$ cat src/logic/pnp_pkg.sv
// Constants, types and lookup functions of the ISA plug and play block.
`default_nettype none
package pnp_pkg;
  // ISA port addresses.
  localparam logic [11:0] ADDR_PORT  = 12'h279;
  localparam logic [11:0] WDATA_PORT = 12'ha79;
  // Register indexes.
  localparam logic [7:0] IDX_SET_RD   = 8'h00;
  localparam logic [7:0] IDX_ISO      = 8'h01;
  localparam logic [7:0] IDX_CFG_CTL  = 8'h02;
  localparam logic [7:0] IDX_WAKE     = 8'h03;
  localparam logic [7:0] IDX_CSN      = 8'h06;
  localparam logic [7:0] IDX_LDN      = 8'h07;
  localparam logic [7:0] IDX_IO_HI    = 8'h60;
  localparam logic [7:0] IDX_IO_LO    = 8'h61;
  localparam logic [7:0] IDX_IRQ_LVL  = 8'h70;
  localparam logic [7:0] IDX_IRQ_TYPE = 8'h71;
  localparam logic [7:0] IDX_AUTO     = 8'hf0;
  localparam logic [7:0] IDX_SENSE_EN = 8'hf1;
  localparam logic [7:0] IDX_SENSE    = 8'hf2;
  localparam logic [7:0] IDX_MCU_WAKE = 8'hf3;
  // Fixed values, reset values and field positions.
  localparam logic [7:0]  IRQ_TYPE_VAL = 8'h02;
  localparam logic [7:0]  AUTO_CFG_RST = 8'h04;
  localparam logic [15:0] IO_BASE_RST  = 16'h03f8;
  localparam logic [3:0]  IRQ_RST      = 4'h4;
  localparam logic [7:0]  RD_PORT_RST  = 8'h00;
  localparam int SEN_LATCH_BIT = 0;
  localparam int SEN_PULL_BIT  = 1;
  localparam int MCU_WAKE_BIT  = 0;
  localparam int CTL_RESET_BIT = 0;
  localparam int CTL_WKEY_BIT  = 1;
  localparam int CTL_RCSN_BIT  = 2;
  // Isolation protocol.
  localparam logic [7:0] ISO_FIRST  = 8'h55;
  localparam logic [7:0] ISO_SECOND = 8'haa;
  localparam logic [1:0] SENSE_ONE  = 2'b01;
  localparam logic [1:0] SENSE_TWO  = 2'b10;
  localparam logic [6:0] ID_BITS    = 7'd72;
  localparam logic [4:0] KEY_LAST   = 5'd31;
  // I/O bases chosen by auto configuration bits 5:4, entry 0 lowest.
  localparam logic [63:0] AUTO_BASES = 64'h02e8_03e8_02f8_03f8;
  // Initiation keys, first byte in bits 7:0.
  localparam logic [255:0] KEY_PNP = {
    64'h3973e7ce_9d3a74e8, 64'hd1a2458b_162c58b0,
    64'h61c3860d_1b376fdf, 64'hbe7dfbf6_eddab56a};
  localparam logic [255:0] KEY_VEND = {
    64'h5dbb76ec_d9b265cb, 64'h962d5bb7_6edcb972,
    64'he4c99225_4b972e5c, 64'hb871e3cb_8d1a3468};

  typedef enum logic [1:0] {
    ST_WAIT_KEY, ST_SLEEP, ST_ISOLATE, ST_CONFIG
  } pnp_state_t;

  function automatic logic [7:0] key_byte(input logic       vend,
                                          input logic [4:0] pos);
    key_byte = vend ? KEY_VEND[pos*8 +: 8] : KEY_PNP[pos*8 +: 8];
  endfunction

  function automatic logic [15:0] auto_base(input logic [1:0] sel);
    auto_base = AUTO_BASES[sel*16 +: 16];
  endfunction
endpackage
`default_nettype wire

$ cat src/logic/pnp_key_detect.sv
// Detector for the two 32-write initiation keys.
`timescale 1ns/10ps
`default_nettype none
module pnp_key_detect
  import pnp_pkg::*;
(
  input  wire logic       clk,
  input  wire logic       rst_n,
  input  wire logic       wr,
  input  wire logic [7:0] data,
  output logic            pnp_hit,
  output logic            vend_hit
);
  logic [4:0] pos_ff [2];
  logic [1:0] hit_ff;

  always_ff @(posedge clk) begin
    if (!rst_n) begin
      pos_ff[0] <= '0;
      pos_ff[1] <= '0;
      hit_ff    <= '0;
    end else begin
      hit_ff <= '0;
      if (wr) begin
        for (int i = 0; i < 2; i++) begin
          if (data == key_byte(i[0], pos_ff[i])) begin
            pos_ff[i] <= pos_ff[i] + 5'd1;
            hit_ff[i] <= (pos_ff[i] == KEY_LAST);
          end else begin
            pos_ff[i] <= '0;
          end
        end
      end
    end
  end

  assign pnp_hit  = hit_ff[0];
  assign vend_hit = hit_ff[1];
endmodule // pnp_key_detect
`default_nettype wire

$ cat src/logic/pnp_isolate.sv
// Serial identifier walker and sensing for the isolation protocol.
`timescale 1ns/10ps
`default_nettype none
module pnp_isolate
  import pnp_pkg::*;
(
  input  wire logic        clk,
  input  wire logic        rst_n,
  input  wire logic        restart,
  input  wire logic        sense,
  input  wire logic [1:0]  sd_low,
  input  wire logic [71:0] id,
  output logic             bit_one,
  output logic             second,
  output logic             lost,
  output logic             done
);
  logic [6:0] idx_ff;
  logic       phase_ff;
  logic       saw_ff;
  logic       lost_ff;

  // Only the low two data bits are compared.
  always_ff @(posedge clk) begin
    if (!rst_n || restart) begin
      idx_ff   <= '0;
      phase_ff <= 1'b0;
      saw_ff   <= 1'b0;
      lost_ff  <= 1'b0;
    end else begin
      lost_ff <= 1'b0;
      if (sense && !done) begin
        phase_ff <= !phase_ff;
        if (!phase_ff) begin
          saw_ff <= !bit_one && sd_low == SENSE_ONE;
        end else if (!bit_one && saw_ff && sd_low == SENSE_TWO) begin
          lost_ff <= 1'b1;
        end else begin
          idx_ff <= idx_ff + 7'd1;
        end
      end
    end
  end

  assign done    = idx_ff == ID_BITS;
  assign bit_one = !done && id[idx_ff];
  assign second  = phase_ff;
  assign lost    = lost_ff;
endmodule // pnp_isolate
`default_nettype wire

$ cat src/logic/pnp_cfg_top.sv
// ISA plug and play configuration, key detection and isolation logic.
`timescale 1ns/10ps
`default_nettype none
// Overview of operation
// - I/O base held in readable, writable high and low registers.
// - Interrupt level bits 3:0 pick IRQn; zero selects no line.
// - Interrupt type register is read only and reads 0x02.
// - Auto configuration register written by host or microcontroller.
// - Sense enable bit 0 latches IRQ lines, bit 1 enables pull-lows.
// - Sense register bits 0 to 7 show IRQ 3,4,5,7,10,11,12,15.
// - Wake bit 0 pulses controller wake and clears itself.
// - Power on in vendor jumperless mode, defaults loaded from EEPROM.
// - Host I/O base, IRQ level and CSN writes are lost at the next host reset.
// - Data ports open only after a full key; mismatch restarts.
// - Standard key starts 6A B5 DA and ends 73 39.
// - Vendor key starts 68 34 1A and ends BB 5D.
// - A non-zero 72-bit identifier: vendor, serial, checksum.
// - Identifier bits go out least significant bit first.
// - A one bit answers 0x55 then 0xAA; a zero leaves bus floating.
// - Floating card seeing 01 then 10 drops out of the iteration.
// - All eight bits driven, only the low two compared.
// - After each pair not lost, advance one identifier bit.
// - Cards with a CSN skip isolation; without one ignore commands.
// - Read port address bits 9:2 from set-port, bits 1:0 ones.
// - Wake with data zero enters isolation and rewinds the pointer.
module pnp_cfg_top
  import pnp_pkg::*;
(
  input  wire logic        CLK,
  input  wire logic        RST_N,
  input  wire logic        RSTDRV,
  input  wire logic [11:0] SA,
  input  wire logic        IOW,
  input  wire logic        IOR,
  input  wire logic [7:0]  SD_IN,
  output logic      [7:0]  SD_OUT,
  output logic             SD_OE_N,
  input  wire logic [7:0]  IRQ_LINES,
  input  wire logic [71:0] SERIAL_ID,
  input  wire logic        EE_CFG_VALID,
  input  wire logic [7:0]  EE_CFG_DATA,
  input  wire logic        MCU_CFG_WE,
  input  wire logic [7:0]  MCU_CFG_DATA,
  output logic      [7:0]  AUTO_CFG,
  output logic             AUTO_CFG_WR,
  output logic      [15:0] IO_BASE,
  output logic      [3:0]  IRQ_SEL,
  output logic             IRQ_PULL_LOW,
  output logic             MCU_WAKE,
  output logic             VENDOR_JUMPERLESS_MODE
);
  import pnp_pkg::*;

  pnp_state_t  state_ff;
  logic [7:0]  index_ff;
  logic [7:0]  rd_port_ff;
  logic [7:0]  csn_ff;
  logic [7:0]  io_hi_ff;
  logic [4:0]  io_lo_ff;
  logic [3:0]  irq_ff;
  logic [7:0]  auto_ff;
  logic [7:0]  sense_ff;
  logic        pull_ff;
  logic        mcu_wake_ff;
  logic        auto_wr_ff;
  logic        apply_ff;
  logic        jl_mode_ff;
  logic [7:0]  dout_ff;
  logic        drive_ff;
  logic        iso_sense_ff;
  logic [7:0]  rd_mux;
  logic [15:0] auto_io;
  logic        unlocked;
  logic        cfg_ok;
  logic        addr_wr;
  logic        data_wr;
  logic        data_rd;
  logic        iso_rd;
  logic        cfg_wr;
  logic        wake_wr;
  logic        ctl_wr;
  logic        wake_iso;
  logic        key_pnp;
  logic        key_vend;
  logic        iso_bit;
  logic        iso_second;
  logic        iso_lost;
  logic        iso_done;

  ////////////////////////////////////////////////////////////////////////////
  // Port decode.

  assign unlocked = state_ff != ST_WAIT_KEY;
  assign cfg_ok   = state_ff == ST_CONFIG;
  assign addr_wr  = IOW && SA == ADDR_PORT;
  assign data_wr  = IOW && SA == WDATA_PORT && unlocked;
  assign data_rd  = IOR && SA == {2'b00, rd_port_ff, 2'b11} && unlocked;
  assign iso_rd   = data_rd && state_ff == ST_ISOLATE && index_ff == IDX_ISO;
  assign cfg_wr   = data_wr && cfg_ok;
  assign wake_wr  = data_wr && index_ff == IDX_WAKE;
  assign ctl_wr   = data_wr && index_ff == IDX_CFG_CTL;
  // A card that already owns a CSN never rejoins isolation.
  assign wake_iso = wake_wr && SD_IN == 8'h00 && csn_ff == 8'h00;
  assign auto_io  = auto_base(auto_ff[5:4]);

  pnp_key_detect u_key (
    .clk      (CLK),
    .rst_n    (RST_N),
    .wr       (addr_wr),
    .data     (SD_IN),
    .pnp_hit  (key_pnp),
    .vend_hit (key_vend)
  );

  pnp_isolate u_iso (
    .clk     (CLK),
    .rst_n   (RST_N),
    .restart (wake_iso),
    .sense   (iso_sense_ff),
    .sd_low  (SD_IN[1:0]),
    .id      (SERIAL_ID),
    .bit_one (iso_bit),
    .second  (iso_second),
    .lost    (iso_lost),
    .done    (iso_done)
  );

  ////////////////////////////////////////////////////////////////////////////
  // Card state and card control.

  always_ff @(posedge CLK) begin
    if (!RST_N || RSTDRV) begin
      state_ff <= ST_WAIT_KEY;
    end else if (ctl_wr && SD_IN[CTL_WKEY_BIT]) begin
      state_ff <= ST_WAIT_KEY;
    end else begin
      case (state_ff)
        ST_WAIT_KEY: begin
          if (key_pnp || key_vend) state_ff <= ST_SLEEP;
        end
        ST_SLEEP: begin
          if (wake_iso) state_ff <= ST_ISOLATE;
          else if (wake_wr && SD_IN == csn_ff) state_ff <= ST_CONFIG;
        end
        ST_ISOLATE: begin
          if (iso_lost) state_ff <= ST_SLEEP;
          else if (data_wr && index_ff == IDX_CSN && iso_done) begin
            state_ff <= ST_CONFIG;
          end else if (wake_wr && !wake_iso) state_ff <= ST_SLEEP;
        end
        ST_CONFIG: begin
          if (wake_iso) state_ff <= ST_ISOLATE;
          else if (wake_wr && SD_IN != csn_ff) state_ff <= ST_SLEEP;
        end
        default: state_ff <= ST_WAIT_KEY;
      endcase
    end
  end

  always_ff @(posedge CLK) begin
    if (!RST_N || RSTDRV) begin
      csn_ff <= 8'h00;
    end else if (ctl_wr && SD_IN[CTL_RCSN_BIT]) begin
      csn_ff <= 8'h00;
    end else if (data_wr && index_ff == IDX_CSN && (cfg_ok || iso_done)) begin
      csn_ff <= SD_IN;
    end
  end

  always_ff @(posedge CLK) begin
    if (!RST_N) begin
      index_ff   <= 8'h00;
      rd_port_ff <= RD_PORT_RST;
    end else begin
      if (addr_wr && unlocked) index_ff <= SD_IN;
      if (data_wr && index_ff == IDX_SET_RD && state_ff == ST_ISOLATE) begin
        rd_port_ff <= SD_IN;
      end
    end
  end

  // A vendor key after power-on keeps the card jumperless.
  always_ff @(posedge CLK) begin
    if (!RST_N) jl_mode_ff <= 1'b1;
    else if (key_vend) jl_mode_ff <= 1'b1;
    else if (key_pnp) jl_mode_ff <= 1'b0;
  end

  ////////////////////////////////////////////////////////////////////////////
  // Auto configuration and logical device configuration.

  always_ff @(posedge CLK) begin
    if (!RST_N) begin
      auto_ff    <= AUTO_CFG_RST;
      auto_wr_ff <= 1'b0;
    end else begin
      auto_wr_ff <= cfg_wr && index_ff == IDX_AUTO && !EE_CFG_VALID
        && !MCU_CFG_WE;
      if (EE_CFG_VALID) auto_ff <= EE_CFG_DATA;
      else if (MCU_CFG_WE) auto_ff <= MCU_CFG_DATA;
      else if (cfg_wr && index_ff == IDX_AUTO) auto_ff <= SD_IN;
    end
  end

  // Applying one cycle late lets every source of the auto value share one
  // path; host edits stay until a host reset, a new auto value or the control reset bit reloads them.
  always_ff @(posedge CLK) begin
    if (!RST_N) apply_ff <= 1'b0;
    else apply_ff <= RSTDRV || EE_CFG_VALID || MCU_CFG_WE
      || (cfg_wr && index_ff == IDX_AUTO)
      || (ctl_wr && SD_IN[CTL_RESET_BIT]);
  end

  always_ff @(posedge CLK) begin
    if (!RST_N) begin
      io_hi_ff <= IO_BASE_RST[15:8];
      io_lo_ff <= IO_BASE_RST[7:3];
      irq_ff   <= IRQ_RST;
    end else if (apply_ff) begin
      io_hi_ff <= auto_io[15:8];
      io_lo_ff <= auto_io[7:3];
      irq_ff   <= auto_ff[3:0];
    end else if (cfg_wr) begin
      if (index_ff == IDX_IO_HI) io_hi_ff <= SD_IN;
      if (index_ff == IDX_IO_LO) io_lo_ff <= SD_IN[7:3];
      if (index_ff == IDX_IRQ_LVL) irq_ff <= SD_IN[3:0];
    end
  end

  ////////////////////////////////////////////////////////////////////////////
  // Vendor registers: IRQ line sensing and controller wake.

  always_ff @(posedge CLK) begin
    if (!RST_N) begin
      sense_ff    <= 8'h00;
      pull_ff     <= 1'b0;
      mcu_wake_ff <= 1'b0;
    end else begin
      mcu_wake_ff <= cfg_wr && index_ff == IDX_MCU_WAKE
        && SD_IN[MCU_WAKE_BIT];
      if (cfg_wr && index_ff == IDX_SENSE_EN) begin
        pull_ff <= SD_IN[SEN_PULL_BIT];
        if (SD_IN[SEN_LATCH_BIT]) sense_ff <= IRQ_LINES;
      end
    end
  end

  ////////////////////////////////////////////////////////////////////////////
  // Read data.

  always_comb begin
    case (index_ff)
      IDX_CSN:      rd_mux = csn_ff;
      IDX_IO_HI:    rd_mux = io_hi_ff;
      IDX_IO_LO:    rd_mux = {io_lo_ff, 3'b000};
      IDX_IRQ_LVL:  rd_mux = {4'h0, irq_ff};
      IDX_IRQ_TYPE: rd_mux = IRQ_TYPE_VAL;
      IDX_AUTO:     rd_mux = auto_ff;
      IDX_SENSE:    rd_mux = sense_ff;
      default:      rd_mux = 8'h00;
    endcase
  end

  always_ff @(posedge CLK) begin
    if (!RST_N) begin
      dout_ff      <= 8'h00;
      drive_ff     <= 1'b0;
      iso_sense_ff <= 1'b0;
    end else begin
      iso_sense_ff <= iso_rd;
      drive_ff     <= 1'b0;
      if (iso_rd) begin
        drive_ff <= iso_bit;
        dout_ff  <= iso_second ? ISO_SECOND : ISO_FIRST;
      end else if (data_rd && cfg_ok) begin
        drive_ff <= 1'b1;
        dout_ff  <= rd_mux;
      end
    end
  end

  assign SD_OUT                 = dout_ff;
  assign SD_OE_N                = !drive_ff;
  assign AUTO_CFG               = auto_ff;
  assign AUTO_CFG_WR            = auto_wr_ff;
  assign IO_BASE                = {io_hi_ff, io_lo_ff, 3'b000};
  assign IRQ_SEL                = irq_ff;
  assign IRQ_PULL_LOW           = pull_ff;
  assign MCU_WAKE               = mcu_wake_ff;
  assign VENDOR_JUMPERLESS_MODE = jl_mode_ff;
endmodule // pnp_cfg_top
`default_nettype wire

$ cat config.mk
export PLATFORM = sky130hd
export DESIGN_NAME = pnp_cfg_top
export DESIGN_NICKNAME = d
export VERILOG_FILES = /design/src/logic/pnp_pkg.sv /design/src/logic/pnp_key_detect.sv /design/src/logic/pnp_isolate.sv /design/src/logic/pnp_cfg_top.sv
export SDC_FILE = /design/constraint.sdc
export NUM_CORES = 1
export LEC_CHECK = 0
export ABC_CLOCK_PERIOD_IN_PS = 8300
export BUFFER_PORTS_ARGS = -buffer_cell sky130_fd_sc_hd__buf_2
export CORE_UTILIZATION = 59
export DETAILED_ROUTE_END_ITERATION = 7
export PLACE_DENSITY = 0.84
export SYNTH_ARGS = -nofsm -noshare
export SYNTH_HDL_FRONTEND = slang
export SYNTH_SLANG_ARGS = --single-unit
$ cat constraint.sdc
create_clock -name CLK -period 8.3 [get_ports CLK]
set_clock_uncertainty 0.15 [all_clocks]
set_input_delay 1.245 -clock CLK [delete_from_list [all_inputs] [get_ports CLK]]
set_output_delay 1.245 -clock CLK [all_outputs]
set_load 0.1 [all_outputs]
# Yosys cells after proc, flatten, opt, wreduce, memory -nomap -nowiden
# Memories as Yosys holds them, arrays and structs flattened.
# Index checks and enable logic that the tools add are counted.
dict set report word_totals {
  reg_bits 86
  latch_bits 0
  ram_bits 10
  rom_bits 0
  in_bits 123
  out_inout_bits 41
  elab_cells 197
  n_memories 1
}
# memory depth width rd rd_clocked_by_memory_dff wr line
set mem_list {}
lappend mem_list {u_key.pos_ff 2 5 2 0 2 pnp_key_detect.sv:14} ;# logic [4:0] pos_ff [2];
dict set report op_classes {
  add_sub_neg 3
  multipliers 0
  div 0
  magnitude_cmp 1
  n_eq_ne 31
  shifts 3
  mux 51
  bitwise 8
  reduce_logical 76
}
# op n
set ops {}
lappend ops {{$shiftx A256 B9 Y8 const A} 2}
lappend ops {{$mux W8} 9}
lappend ops {{$shiftx A64 B7 Y16 const A} 1}
lappend ops {{$pmux W8 S7} 1}
lappend ops {{$logic_and A1 B1 Y1} 36}
lappend ops {{$mux W5} 7}
lappend ops {{$eq A8 B7 Y1 const B} 4}
lappend ops {{$eq A8 B8 Y1 const B} 4}
lappend ops {{$eq A8 B8 Y1} 3}
lappend ops {{$logic_not A8 Y1} 3}
lappend ops {{$mux W1} 21}
lappend ops {{$eq A8 B2 Y1 const B} 2}
lappend ops {{$mux W2} 8}
lappend ops {{$eq A12 B10 Y1} 1}
lappend ops {{$eq A12 B10 Y1 const B} 1}
lappend ops {{$eq A12 B12 Y1 const B} 1}
lappend ops {{$mux W4} 3}
lappend ops {{$reduce_bool A2 Y1} 6}
lappend ops {{$add A5 B1 Y5 const B} 2}
lappend ops {{$eq A5 B5 Y1 const B} 2}
lappend ops {{$reduce_and A2 Y1} 5}
lappend ops {{$reduce_and A3 Y1} 3}
lappend ops {{$eq A8 B1 Y1 const B} 1}
lappend ops {{$eq A8 B3 Y1 const B} 1}
lappend ops {{other kinds (21)} 46}

# Longest topological paths before layout
dict set report logic_depth {
  ltp_word 12
  depth_mapped 11
  mapped_depth_nobuf 10
}

# Hierarchy
# A second synthesis with hierarchy kept.
dict set report unflattened {
  hier_cells 815
  hier_area_um2 7199.4
}
# module n_inst cells_per_inst area_each_um2 seq_area_each_um2
set by_module_without_submodules {}
lappend by_module_without_submodules {pnp_cfg_top 1 454 3997.6 1481.4}
lappend by_module_without_submodules {pnp_key_detect 1 242 1996.9 290.3}
lappend by_module_without_submodules {pnp_isolate 1 119 1204.9 200.2}

# Least setup slack after synthesis
# Ideal clock, no wire load.
dict set report synth_path {
  path_type {input -> register}
  from {in SA[1]}
  to {reg state_ff[0]}
  setup_time_ns 0.059
  arrival_time_ns 2.986
  required_ns 8.091
  path_slack_ns 5.105
  stages 8
  path_buffers 0
  cell_sequence {nand4bb_1 > or3_1 > or3_1 > o211ai_1 > a21oi_1 > or3_1 > o21ai_0 > and2_1}
}
dict set report synth_between {
  elab_chain_len 10
  elab_cells_between_ends 24
  cone_classes {eq/ne: 4; mux: 5; reduce/logical: 15}
}
# element line
set synth_rtl {}
lappend synth_rtl {{start: declaration} pnp_cfg_top.sv:32} ;# input wire logic [11:0] SA,
lappend synth_rtl {{$eq A12 B12 Y1 *} pnp_cfg_top.sv:96} ;# assign data_wr = IOW && SA == WDATA_PORT && unlocked;
lappend synth_rtl {{$logic_and A1 B1 Y1 * (2 in series)} pnp_cfg_top.sv:96}
lappend synth_rtl {{$logic_and A1 B1 Y1} pnp_cfg_top.sv:100} ;# assign wake_wr = data_wr && index_ff == IDX_WAKE;
lappend synth_rtl {{$logic_and A1 B1 Y1 (2 in series)} pnp_cfg_top.sv:103} ;# assign wake_iso = wake_wr && SD_IN == 8'h00 && csn_ff == 8'h00;
lappend synth_rtl {{$logic_not A1 Y1} pnp_cfg_top.sv:149} ;# end else if (wake_wr && !wake_iso) state_ff <= ST_SLEEP;
lappend synth_rtl {{$logic_and A1 B1 Y1} pnp_cfg_top.sv:149}
lappend synth_rtl {{$ne A4 B1 Y1 (no line)} -}
lappend synth_rtl {{$reduce_and A4 Y1 (no line)} -}
lappend synth_rtl {{end signal: assignment} pnp_cfg_top.sv:148} ;# state_ff <= ST_CONFIG;
lappend synth_rtl {{end signal: assignment} pnp_cfg_top.sv:149}
lappend synth_rtl {{end signal: assignment} pnp_cfg_top.sv:152} ;# if (wake_iso) state_ff <= ST_ISOLATE;
lappend synth_rtl {{end: declaration} pnp_cfg_top.sv:54} ;# pnp_state_t state_ff;
# Every way passes the cells marked *; elsewhere a longest branch is shown, timed or not.
# A chain may end at the register's enable or synchronous reset.

==> qor.json <==
{
  "outcome": "completed",
  "leakage_nw": 3.022,
  "worst-slew-pin-transition_ns": 1.037,
  "crit_arrival_ns": 3.52,
  "drive_above_1_share_pct": 22.98,
  "cts_made_buffers": 9,
  "ys_dominant_reg_cell": "dfxtp_1",
  "ctsHtreeMaxLevel": 3,
  "fin_crit_ns": 3.413,
  "timing_hold_violations_final": 0,
  "holdCritPathClass": "reg -> reg",
  "fp-row-count": 38,
  "synth-async-reset-ratio_pct": 0,
  "cts.path.max_buffers": 2,
  "clkTransAtPathRegs_ns": 0.07,
  "via_count_of_the_first_global_routing_pass": 5813,
  "worstSetupStartpointType": "register",
  "grt_antenna_before_repair": 1,
  "netlist_instances": 815,
  "dpl-instance-area_um2": 7540,
  "ys_seq_area_share_pct": 28.97,
  "syn-mean-instance-area_um2": 8.352,
  "syn2layout_area_growth_pct": 15.31,
  "final_cell_area_um2": 7849,
  "hold_buffers": 0,
  "power.density_nw_per_um2": 134.4,
  "required_ns": 8.41,
  "drc_errors": 0,
  "timing.final.ws_setup_ns": 4.887,
  "grt_overflow": 0,
  "layout.cells.most_common": "buf_2",
  "core_um2": 11030,
  "place_worst_setup_slack_ns": 4.674,
  "yosys_warnings": 0,
  "critical_path_class": "reg -> reg",
  "totalNegativeSetupSlack_ns": 0,
  "floorplan.io_pins": 164,
  "final-max-slew-violation-count": 0,
  "cts.repair_timing.setup_buffer_count": 0,
  "worst-path-max-fanout": 15,
  "grt_start_max_net_pins": 66,
  "dp_hpwl_um": 13560,
  "clock_sink_count": 96,
  "clock_latency_ns": 0.35,
  "layout.nets": 1079,
  "max_freq_mhz": 293.0,
  "cts-resized-gates": 0,
  "port_buffers": 160,
  "vdd_drop_max_uv": 134.6,
  "post_synth_edffs": 5,
  "via_per_inst": 6.150,
  "initialDrtViolationCount": 531,
  "rsz0062_at_grt": "false",
  "initial_core_util_pct": 61.71,
  "synth.ff_latch_count": 96,
  "crit_path_end_kind": "register",
  "first_pass_grt_wire_length_um": 28650,
  "globalRouteTotalUtil_pct": 31.19,
  "detailroute.wirelength.met2_um": 9029,
  "met3_wirelength_um": 1479,
  "tritoncts": "yes",
  "route.final.wire_length_um": 18550,
  "chipHeight_um": 109.4,
  "maxSlewHeadroom_pct": 30.74,
  "drt_pass1_iterations": 7,
  "post_synth_num_cell_types": 71,
  "antenna_violating_nets_post_route": 0,
  "place_congestion": 0.9011,
  "highest_layer": "met4",
  "vias": 6648,
  "die_w_um": 109.4,
  "wl_per_cell_um": 17.16,
  "period_share_pct": 41.12,
  "most-common-layout-cells": "160 x buf_2, 98 x nand2_1, 91 x dfxtp_1, 64 x nor2_1",
  "synth_area_um2": 6807,
  "fp.dieArea_um2": 11970,
  "timing.final.setup_violations": 0,
  "max_cap_viol_count": 0,
  "wl_met1_um": 7622,
  "root_buffer": "clkbuf_16"
}
-- path summary, 6_finish.rpt --
check,startpoint,end,slack [ns],cells after the start
worst min register to register,u_key.hit_ff[1],VENDOR_JUMPERLESS_MODE,0.31,1
worst max-delay path,u_key.pos_ff[1][0],u_key.pos_ff[1][3],4.89,10
worst min-delay path,u_key.hit_ff[1],VENDOR_JUMPERLESS_MODE,0.31,1
worst max register to register,u_key.pos_ff[1][0],u_key.pos_ff[1][3],4.89,10
-- kinds of logic after synthesis --
family	Yosys count	share of synthesized area (%)
AOI/OAI and AO/OA	168	16.12
xor gates and xnor gates	33	4.246
adders and majority gates	21	3.860
buffers and inverters	76	5.165
DFF	96	28.97
muxes	80	16.05
other	1	0.05509
and+or+nand+nor	340	25.53
-- critical path: stages, from the launching register on --
cell      delay (ns)
dfxtp_1         0.62
inv_1           0.19
ha_1            0.42
nor2b_1         0.09
o21bai_1        0.17
mux4_2          0.51
xnor2_1         0.14
nand3_1         0.16
nor4_4          0.45
nand3_2         0.20
o31ai_2         0.22
-- area by class of cell --
class	instances	area (um2)
antenna	1	2.502
clock buffer	12	256.5
clock inverter	4	50.05
fill	887	3182
inverter	19	71.32
multi-input combinational	645	4491
sequential	96	1972
tap	140	175.2
timing repair buffer	164	830.8
-- report_power, final --
part           internal, mW  switching (mW)  total [mW]
Sequential            0.470          0.0112       0.481
Clock                 0.251           0.177       0.428
Combinational        0.0557          0.0901       0.146
Total                 0.776           0.279        1.05
-- cells in the mapped netlist, drive strengths merged (3+ instances only) --
master / instances / area share, %
nand2: 98 / 5.4
dfxtp: 91 / 27
nor2: 64 / 3.5
a21oi: 52 / 4.0
mux2i: 51 / 7.5
o21ai: 40 / 2.9
clkbuf: 37 / 2.0
nand3: 36 / 2.7
nor2b: 28 / 2.6
ha: 21 / 3.9
mux4: 21 / 7.2
buf: 20 / 2.1
inv: 19 / 1.0
xnor2: 18 / 2.3
nand2b: 17 / 1.6
a21boi: 16 / 1.8
nor4: 16 / 1.7
xor2: 15 / 1.9
and2: 13 / 1.2
a211oi: 12 / 1.3
nand4: 11 / 1.0
nor3: 11 / 0.88
or3: 9 / 0.83
a222oi: 8 / 1.2
and3: 8 / 0.74
mux2: 8 / 1.3
nand3b: 8 / 0.88
o211ai: 8 / 0.88
a31oi: 7 / 0.64
edfxtp: 5 / 2.2
or2: 4 / 0.37
a21o: 3 / 0.33
o21a: 3 / 0.33
or4: 3 / 0.33
-- metrics by stage --
step / instances / utilization [%] / hold slack (ns) / power (mW)
finish: 1081 / 71.15 / 0.3138 / 1.055
global route: 1080 / 71.13 / 0.3176 / 1.091
CTS: 1080 / 71.13 / 0.3197 / 1.058
detailed placement: 1064 / 68.35 / 0.2973 / 0.6350
global placement: 1064 / 68.35 / 0.2898 / 0.6322
floorplan: 817 / - / 0.2661 / 0.5852
-- sequential cells by signal, indices dropped and copies added, names as in the netlist, 2 cells and up --
register / flops
index_ff: 8
u_iso.idx_ff: 7
SD_OUT: 8
io_lo_ff: 5
io_hi_ff: 8
AUTO_CFG: 8
u_key.hit_ff: 2
IRQ_SEL: 4
state_ff: 2
u_key.pos_ff: 10
rd_port_ff: 8
csn_ff: 8
sense_ff: 8
-- metal layers --
metal	up-vias	track usage, %
li1	3185	-
met1	3101	41.03
met2	315	52.47
met3	47	5.809
met4	0	8.286
met5	-	0
Note: power is estimated with default switching activity, not from simulation.
